File: src/xpt_defines.vh
`ifndef XPT_DEFINES_VH
`define XPT_DEFINES_VH
`define DEV_ADDR_RESET 7'h70
`define ON_OFF_POS 7
`define X_MSB_POS 6
`define X_LSB_POS 3
`define Y_MSB_POS 2
`define Y_LSB_POS 0
// X field codes: two groups of used codes, the rest reserved
`define XC_LOW_FIRST 4'h2
`define XC_LOW_LAST 4'h5
`define XC_HIGH_FIRST 4'h8
`define XC_HIGH_LAST 4'hd
`define XC_HIGH_BASE 4'h4
`define LOAD_POS 0
`define NUM_X 10
`define NUM_Y 8
`define RB_X0 8'h74
`define RB_X1 8'h7c
`define RB_X2 8'h35
`define RB_X3 8'h3d
`define RB_X4 8'h75
`define RB_X5 8'h7d
`define RB_X6 8'h36
`define RB_X7 8'h3e
`define RB_X8 8'h76
`define RB_X9 8'h7e
`endif

File: src/pin_sync.v
`timescale 1ns/1ps
`default_nettype none
// Two-stage synchroniser for asynchronous pin levels
module pin_sync #(
    parameter WIDTH = 2
) (
    input wire mclk,
    input wire sys_rst,
    input wire [WIDTH-1:0] async_in,
    output reg [WIDTH-1:0] sync_out
);
    // First stage, read only by second stage
    reg [WIDTH-1:0] meta_q;

    // Idle bus level is high
    always @(posedge mclk or posedge sys_rst) begin
        if (sys_rst) begin
            meta_q <= {WIDTH{1'b1}};
            sync_out <= {WIDTH{1'b1}};
        end else begin
            meta_q <= async_in;
            sync_out <= meta_q;
        end
    end
endmodule
`default_nettype wire

File: src/i2c_crosspoint_switch_control.v
`timescale 1ns/1ps
`default_nettype none
`include "xpt_defines.vh"
// I2C target for a 10 x 8 crosspoint switch array
module i2c_crosspoint_switch_control #(
    parameter NX = `NUM_X,
    parameter NY = `NUM_Y
) (
    input wire mclk,
    input wire sys_rst,
    input wire [6:0] dev_addr,
    input wire scl_in,
    input wire sda_in,
    output reg sda_out,
    output reg sda_oe,
    output reg [NX*NY-1:0] switch_state
);
    // States, one-hot
    localparam [4:0] S_IDLE = 5'h01;
    localparam [4:0] S_RX = 5'h02;
    localparam [4:0] S_ACK = 5'h04;
    localparam [4:0] S_TX = 5'h08;
    localparam [4:0] S_MACK = 5'h10;

    // Synchronised bus lines
    wire [1:0] bus_s;
    reg scl_q;
    reg sda_q;
    pin_sync #(.WIDTH(2)) u_sync (
        .mclk(mclk),
        .sys_rst(sys_rst),
        .async_in({scl_in, sda_in}),
        .sync_out(bus_s)
    );
    wire scl_s = bus_s[1];
    wire sda_s = bus_s[0];
    wire scl_rise = scl_s & ~scl_q;
    wire scl_fall = ~scl_s & scl_q;
    // Start and stop: data moves while clock is high
    wire start_c = scl_s & scl_q & sda_q & ~sda_s;
    wire stop_c = scl_s & scl_q & ~sda_q & sda_s;

    reg [4:0] state_q;
    reg [7:0] shift_q;        // Receive or transmit shifter
    reg [3:0] bit_q;          // Bits seen in current byte
    reg [1:0] byte_q;         // Bytes seen since start, address included
    reg rw_q;                 // Direction of current transfer
    reg [7:0] cmd_q;          // First data byte held
    reg [7:0] hold_q;         // Readback holding register
    reg rb_sel_q;             // First byte was a readback code
    reg [3:0] rb_x_q;         // Decoded readback X line
    reg [NX*NY-1:0] input_q;  // Input buffer of switch states
    reg [NX*NY-1:0] input_d;
    reg sel_hit;
    reg [3:0] sel_x;
    reg x_hit;                // X field names a real line
    reg [3:0] x_idx;          // X line index from the X field
    wire [3:0] cmd_x = cmd_q[`X_MSB_POS:`X_LSB_POS];
    wire [2:0] cmd_y = cmd_q[`Y_MSB_POS:`Y_LSB_POS];

    always @* begin
        sel_hit = 1'b1;
        sel_x = 4'h0;
        case (shift_q)
            `RB_X0: sel_x = 4'h0;
            `RB_X1: sel_x = 4'h1;
            `RB_X2: sel_x = 4'h2;
            `RB_X3: sel_x = 4'h3;
            `RB_X4: sel_x = 4'h4;
            `RB_X5: sel_x = 4'h5;
            `RB_X6: sel_x = 4'h6;
            `RB_X7: sel_x = 4'h7;
            `RB_X8: sel_x = 4'h8;
            `RB_X9: sel_x = 4'h9;
            default: sel_hit = 1'b0;
        endcase
    end

    // X field code to line index
    // Codes are not binary line numbers; gaps are reserved
    always @* begin
        x_hit = 1'b1;
        x_idx = 4'h0;
        if (cmd_x >= `XC_LOW_FIRST && cmd_x <= `XC_LOW_LAST) begin
            // Lower group: first four lines
            x_idx = cmd_x - `XC_LOW_FIRST;
        end else if (cmd_x >= `XC_HIGH_FIRST && cmd_x <= `XC_HIGH_LAST) begin
            // Upper group: remaining six lines
            x_idx = cmd_x - `XC_HIGH_FIRST + `XC_HIGH_BASE;
        end else begin
            // Reserved code: no switch touched
            x_hit = 1'b0;
        end
    end

    always @* begin
        input_d = input_q;
        if (x_hit && x_idx < NX[3:0])
            input_d[x_idx*NY + cmd_y] = cmd_q[`ON_OFF_POS];
    end

    // Protocol engine
    always @(posedge mclk or posedge sys_rst) begin
        if (sys_rst) begin
            scl_q <= 1'b1;
            sda_q <= 1'b1;
            state_q <= S_IDLE;
            shift_q <= 8'h00;
            bit_q <= 4'h0;
            byte_q <= 2'h0;
            rw_q <= 1'b0;
            cmd_q <= 8'h00;
            hold_q <= 8'h00;
            rb_sel_q <= 1'b0;
            rb_x_q <= 4'h0;
            input_q <= {NX*NY{1'b0}};
            switch_state <= {NX*NY{1'b0}};
            sda_out <= 1'b1;
            sda_oe <= 1'b0;
        end else begin
            scl_q <= scl_s;
            sda_q <= sda_s;
            if (start_c) begin
                // Repeated start restarts the address phase
                state_q <= S_RX;
                bit_q <= 4'h0;
                byte_q <= 2'h0;
                sda_oe <= 1'b0;
            end else if (stop_c) begin
                state_q <= S_IDLE;
                sda_oe <= 1'b0;
            end else begin
                case (state_q)
                    S_IDLE: begin
                        sda_oe <= 1'b0;
                    end
                    S_RX: begin
                        if (scl_rise) begin
                            shift_q <= {shift_q[6:0], sda_s};
                            bit_q <= bit_q + 4'h1;
                        end else if (scl_fall && bit_q == 4'h8) begin
                            bit_q <= 4'h0;
                            if (byte_q == 2'h0) begin
                                if (shift_q[7:1] == dev_addr) begin
                                    rw_q <= shift_q[0];
                                    state_q <= S_ACK;
                                    sda_out <= 1'b0;
                                    sda_oe <= 1'b1;
                                end else begin
                                    state_q <= S_IDLE;
                                end
                            end else if (byte_q == 2'h1) begin
                                cmd_q <= shift_q;
                                rb_sel_q <= sel_hit;
                                rb_x_q <= sel_x;
                                state_q <= S_ACK;
                                sda_out <= 1'b0;
                                sda_oe <= 1'b1;
                            end else begin
                                state_q <= S_ACK;
                                sda_out <= 1'b0;
                                sda_oe <= 1'b1;
                                if (rb_sel_q) begin
                                    hold_q <= switch_state[rb_x_q*NY +: NY];
                                end else begin
                                    input_q <= input_d;
                                    if (shift_q[`LOAD_POS])
                                        switch_state <= input_d;
                                end
                            end
                            if (byte_q != 2'h3)
                                byte_q <= byte_q + 2'h1;
                        end
                    end
                    S_ACK: begin
                        if (scl_fall) begin
                            if (rw_q) begin
                                state_q <= S_TX;
                                shift_q <= (byte_q == 2'h1) ? 8'h00 : hold_q;
                                sda_out <= 1'b0;
                                sda_oe <= 1'b1;
                                byte_q <= byte_q + 2'h1;
                            end else begin
                                state_q <= S_RX;
                                sda_oe <= 1'b0;
                            end
                            bit_q <= 4'h0;
                        end
                    end
                    S_TX: begin
                        // Drive low bits only; high bits released
                        sda_oe <= ~shift_q[7];
                        sda_out <= 1'b0;
                        if (scl_fall) begin
                            bit_q <= bit_q + 4'h1;
                            if (bit_q == 4'h7) begin
                                state_q <= S_MACK;
                                sda_oe <= 1'b0;
                            end else begin
                                shift_q <= {shift_q[6:0], 1'b0};
                                sda_oe <= ~shift_q[6];
                            end
                        end
                    end
                    S_MACK: begin
                        if (scl_rise) begin
                            rw_q <= ~sda_s;
                        end else if (scl_fall) begin
                            bit_q <= 4'h0;
                            if (rw_q) begin
                                state_q <= S_TX;
                                shift_q <= (byte_q == 2'h2) ? hold_q : 8'h00;
                                sda_oe <= (byte_q == 2'h2) ? ~hold_q[7] : 1'b1;
                                if (byte_q != 2'h3)
                                    byte_q <= byte_q + 2'h1;
                            end else begin
                                state_q <= S_IDLE;
                            end
                        end
                    end
                    default: begin
                        state_q <= S_IDLE;
                    end
                endcase
            end
        end
    end
endmodule
`default_nettype wire

File: config.mk
export PLATFORM = sky130hd
export DESIGN_NAME = i2c_crosspoint_switch_control
export DESIGN_NICKNAME = d
export VERILOG_FILES = /design/src/pin_sync.v /design/src/i2c_crosspoint_switch_control.v
export VERILOG_INCLUDE_DIRS = /design/src /design/src/src
export SDC_FILE = /design/constraint.sdc
export NUM_CORES = 1
export LEC_CHECK = 0
export ABC_AREA = 0
export ABC_CLOCK_PERIOD_IN_PS = 6450
export BUFFER_PORTS_ARGS = -buffer_cell sky130_fd_sc_hd__buf_2
export CAP_MARGIN = 20
export CORE_MARGIN = 4
export CORE_UTILIZATION = 30
export CTS_CLUSTER_SIZE = 10
export DETAILED_ROUTE_END_ITERATION = 12
export GPL_ROUTABILITY_DRIVEN = 1
export SLEW_MARGIN = 20
export SYNTH_ARGS = -nofsm -noshare
export SYNTH_HDL_FRONTEND = slang
export SYNTH_HIERARCHICAL = 1
export SYNTH_SLANG_ARGS = --single-unit
export TNS_END_PERCENT = 30
File: constraint.sdc
create_clock -name mclk -period 6.45 [get_ports mclk]
set_clock_uncertainty 0.1 [all_clocks]
set_input_delay 0.3225 -clock mclk [delete_from_list [all_inputs] [get_ports mclk]]
set_output_delay 0.3225 -clock mclk [all_outputs]
set_load 0.02 [all_outputs]
==> results.sh <==
export IMPL_status="complete, no violations"
export IMPL_net_switching_power_w=0.0007182
export IMPL_rows=71
export IMPL_final_common_cell="dfrtp_1"
export IMPL_crit_required_ns=6.77
export IMPL_core_area_um2=37760
export IMPL_timing_hold_ws_ns=0.2550
export IMPL_crit_fanout=13
export IMPL_setup_ws_ns=2.816
export IMPL_syn_to_final_growth_pct=14.84
export IMPL_min_path_cells=0
export IMPL_grt_pass1_vias=9303
export IMPL_nets=1237
export IMPL_grt_max_degree=140
export IMPL_yosys_register_bits=209
export IMPL_grt_pass1_wl_um=57130
export IMPL_combPwrFrac_pct=7.1
export IMPL_portBuffers=92
export IMPL_ff2ff_path_depth=8
export IMPL_ctsResizeCount=0
export IMPL_route_detailed_drc=0
export IMPL_relSlewSlack_pct=24.35
export IMPL_wl_per_cell_um=21.33
export IMPL_clockBufferDepth=3
export IMPL_hold_viol=0
export IMPL_post_place_ws_ns=2.830
export IMPL_synthFlopType="dfrtp_1"
export IMPL_finalSetupViolCount=0
export IMPL_clock_latency_ns=0.54
export IMPL_post_cts_buffers=0
export IMPL_tightest_slew_ns=1.123
export IMPL_gp_congestion=0.8728
export IMPL_netlist_area_um2=11490
export IMPL_fin_setup_tns_ns=0
export IMPL_drt_pass1_iter_count=6
export IMPL_swShare_pct=24.23
export IMPL_fin_area_um2=13200
export IMPL_dpl_hpwl_um=25670
export IMPL_p_per_area_nw_per_um2=224.7
export IMPL_p_leak_nw=5.825
export IMPL_grt_ovfl_total=0
export IMPL_arrival_ns=3.95
export IMPL_drtIter0Drc=855
export IMPL_ctsHoldBuffers=3
export IMPL_die_w_um=203.7
export IMPL_avgSynthCellArea_um2=9.956
export IMPL_endpoint_kind="flip-flop"
export IMPL_report_final_slew_viol_count=0
export IMPL_ys_async_sr_fraction_pct=100.0
export IMPL_p_int_w=0.002246
export IMPL_antenna_found_initial=0
export IMPL_cts_made_buffers=26
export IMPL_tritoncts="built"
export IMPL_max_freq_ghz=0.2752
export IMPL_period_minus_slack_ns=3.634
export IMPL_min_path_type="flip-flop to flip-flop"
export IMPL_fp_dieArea_um2=41490
export IMPL_drive_gt1_share_pct=20.64
export IMPL_path_class="flip-flop to flip-flop"
export IMPL_p_seq_share_pct=46.9
export IMPL_yosysSeqAreaShare_pct=45.61
export IMPL_fin_crit_sh_pct=56.34
export IMPL_synth_edf_count=0
export IMPL_placed_area_um2=12380
export IMPL_drt_vias_per_instance=5.492
export IMPL_boundaryPins=93
export IMPL_die_h_um=203.7
export IMPL_drv_cap=0
export IMPL_final_cell_mix="dfrtp_1, nand2_1, o21ai_0"
export IMPL_root_buffer="clkbuf_16"
export IMPL_cp_start_kind="flip-flop"
export IMPL_synthDistinctLibCells=79
export IMPL_clkSinkCount=209
export IMPL_rsz0062_at_grt="false"
export IMPL_n_antenna_cell=0
export IMPL_htreeDepth=1
export IMPL_synth_fp_nets=1176
export IMPL_grtUsageTotal_pct=17.32
export IMPL_fillers=3817
export IMPL_antenna_left=0
export IMPL_ir_worst_vdd_uv=175.4
export IMPL_clk_pin_slew_worst_paths_ns=0.06
export IMPL_synth_cells=1154
export IMPL_routed_wl_um=37040
export IMPL_initial_core_util_pct=30.43
export IMPL_p_clk_share_pct=46.0
export IMPL_vias=9540
export IMPL_ys_warn_count=6
## worst max-delay path, cell delays in order (launching register included)
cell and delay (ns):
dfrtp_1 0.58, inv_2 0.15, ha_1 0.27, and4_4 0.21
o21ai_1 0.67, o2111ai_1 0.63, buf_4 0.38, nor2_1 0.15
mux2_2 0.37
## through the flow
stage               std cells  power [W]  utilization, %
floorplan                1154   0.001566               -
global placement         1694   0.001620           32.80
detailed placement       1694   0.001623           32.80
CTS                      1736   0.002997           34.93
global route             1737   0.003084           34.95
finish                   1737   0.002964           34.95
## sequential cells by signal, summed over array words and instances, names as in the netlist, 4 cells and up
signal        count
switch_state     80
bit_q             4
rb_x_q            4
input_q          80
hold_q            8
cmd_q             8
shift_q           8
state_q           5
## power by group through the flow
stage | logic, W | clock network [W] | registers [W]
finish | 0.000210 | 0.00136 | 0.00139
global route | 0.000240 | 0.00145 | 0.00140
CTS | 0.000213 | 0.00139 | 0.00139
detailed placement | 0.000209 | 0 | 0.00141
global placement | 0.000207 | 0 | 0.00141
floorplan | 0.000184 | 0 | 0.00138
## worst paths after layout
kind                             startpoint                  to  slack [ns]
min reg2reg                u_sync/meta_q[0]  u_sync/sync_out[0]        0.25
max in group asynchronous           sys_rst         input_q[45]        4.32
min                        u_sync/meta_q[0]  u_sync/sync_out[0]        0.25
max reg2reg                        cmd_q[6]          input_q[6]        2.82
max                                cmd_q[6]          input_q[6]        2.82
min in group asynchronous           sys_rst  u_sync/sync_out[1]        0.38
## metal layers
layer	share of wire, %	track usage, %
met5	0	0
met4	2.9	5.155
met3	5.9	2.417
met2	46	26.84
met1	46	25.27
## synth_stat cells (7+ instances only)
cell,instances,share of area [%]
nand4_1,8,0.44
a22o_1,9,0.69
nor2b_1,10,0.54
inv_1,12,0.39
clkbuf_1,52,1.7
o21ai_0,112,4.9
dfrtp_1,201,44
mux4_2,16,3.1
a21oi_1,78,3.4
o31ai_1,7,0.46
nand2_1,144,4.7
xnor2_1,8,0.61
a31oi_1,27,1.5
and2_1,7,0.38
nor2_1,111,3.6
nor3_1,8,0.35
mux2_1,39,3.8
mux2i_1,38,3.3
buf_2,12,0.52
mux2_2,55,5.4
nand3_1,28,1.2
a22oi_1,13,0.85
dfstp_2,8,1.8
nand2b_1,14,0.76
buf_1,7,0.23
ha_1,11,1.2
o211ai_1,11,0.72
## final cells by class
type	instances	area [µm²]	area share [%]
timing repair buffer	109	595.6	4.514
inverter	14	60.06	0.4551
tap	511	639.4	4.845
sequential	209	5244	39.74
clock buffer	35	694.4	5.263
clock inverter	4	81.33	0.6163
multi-input combinational	855	5881	44.57
## cells by family after synthesis
family | after synthesis | share of synthesized area, %
compound gates | 304 | 17.13
mux | 148 | 15.66
flops | 209 | 45.61
simple gates | 382 | 16.41
xor+xnor | 10 | 0.7623
buf+inv | 90 | 3.234
fa+ha+maj | 11 | 1.198
No activity file was read; power rests on OpenSTA's default activity.
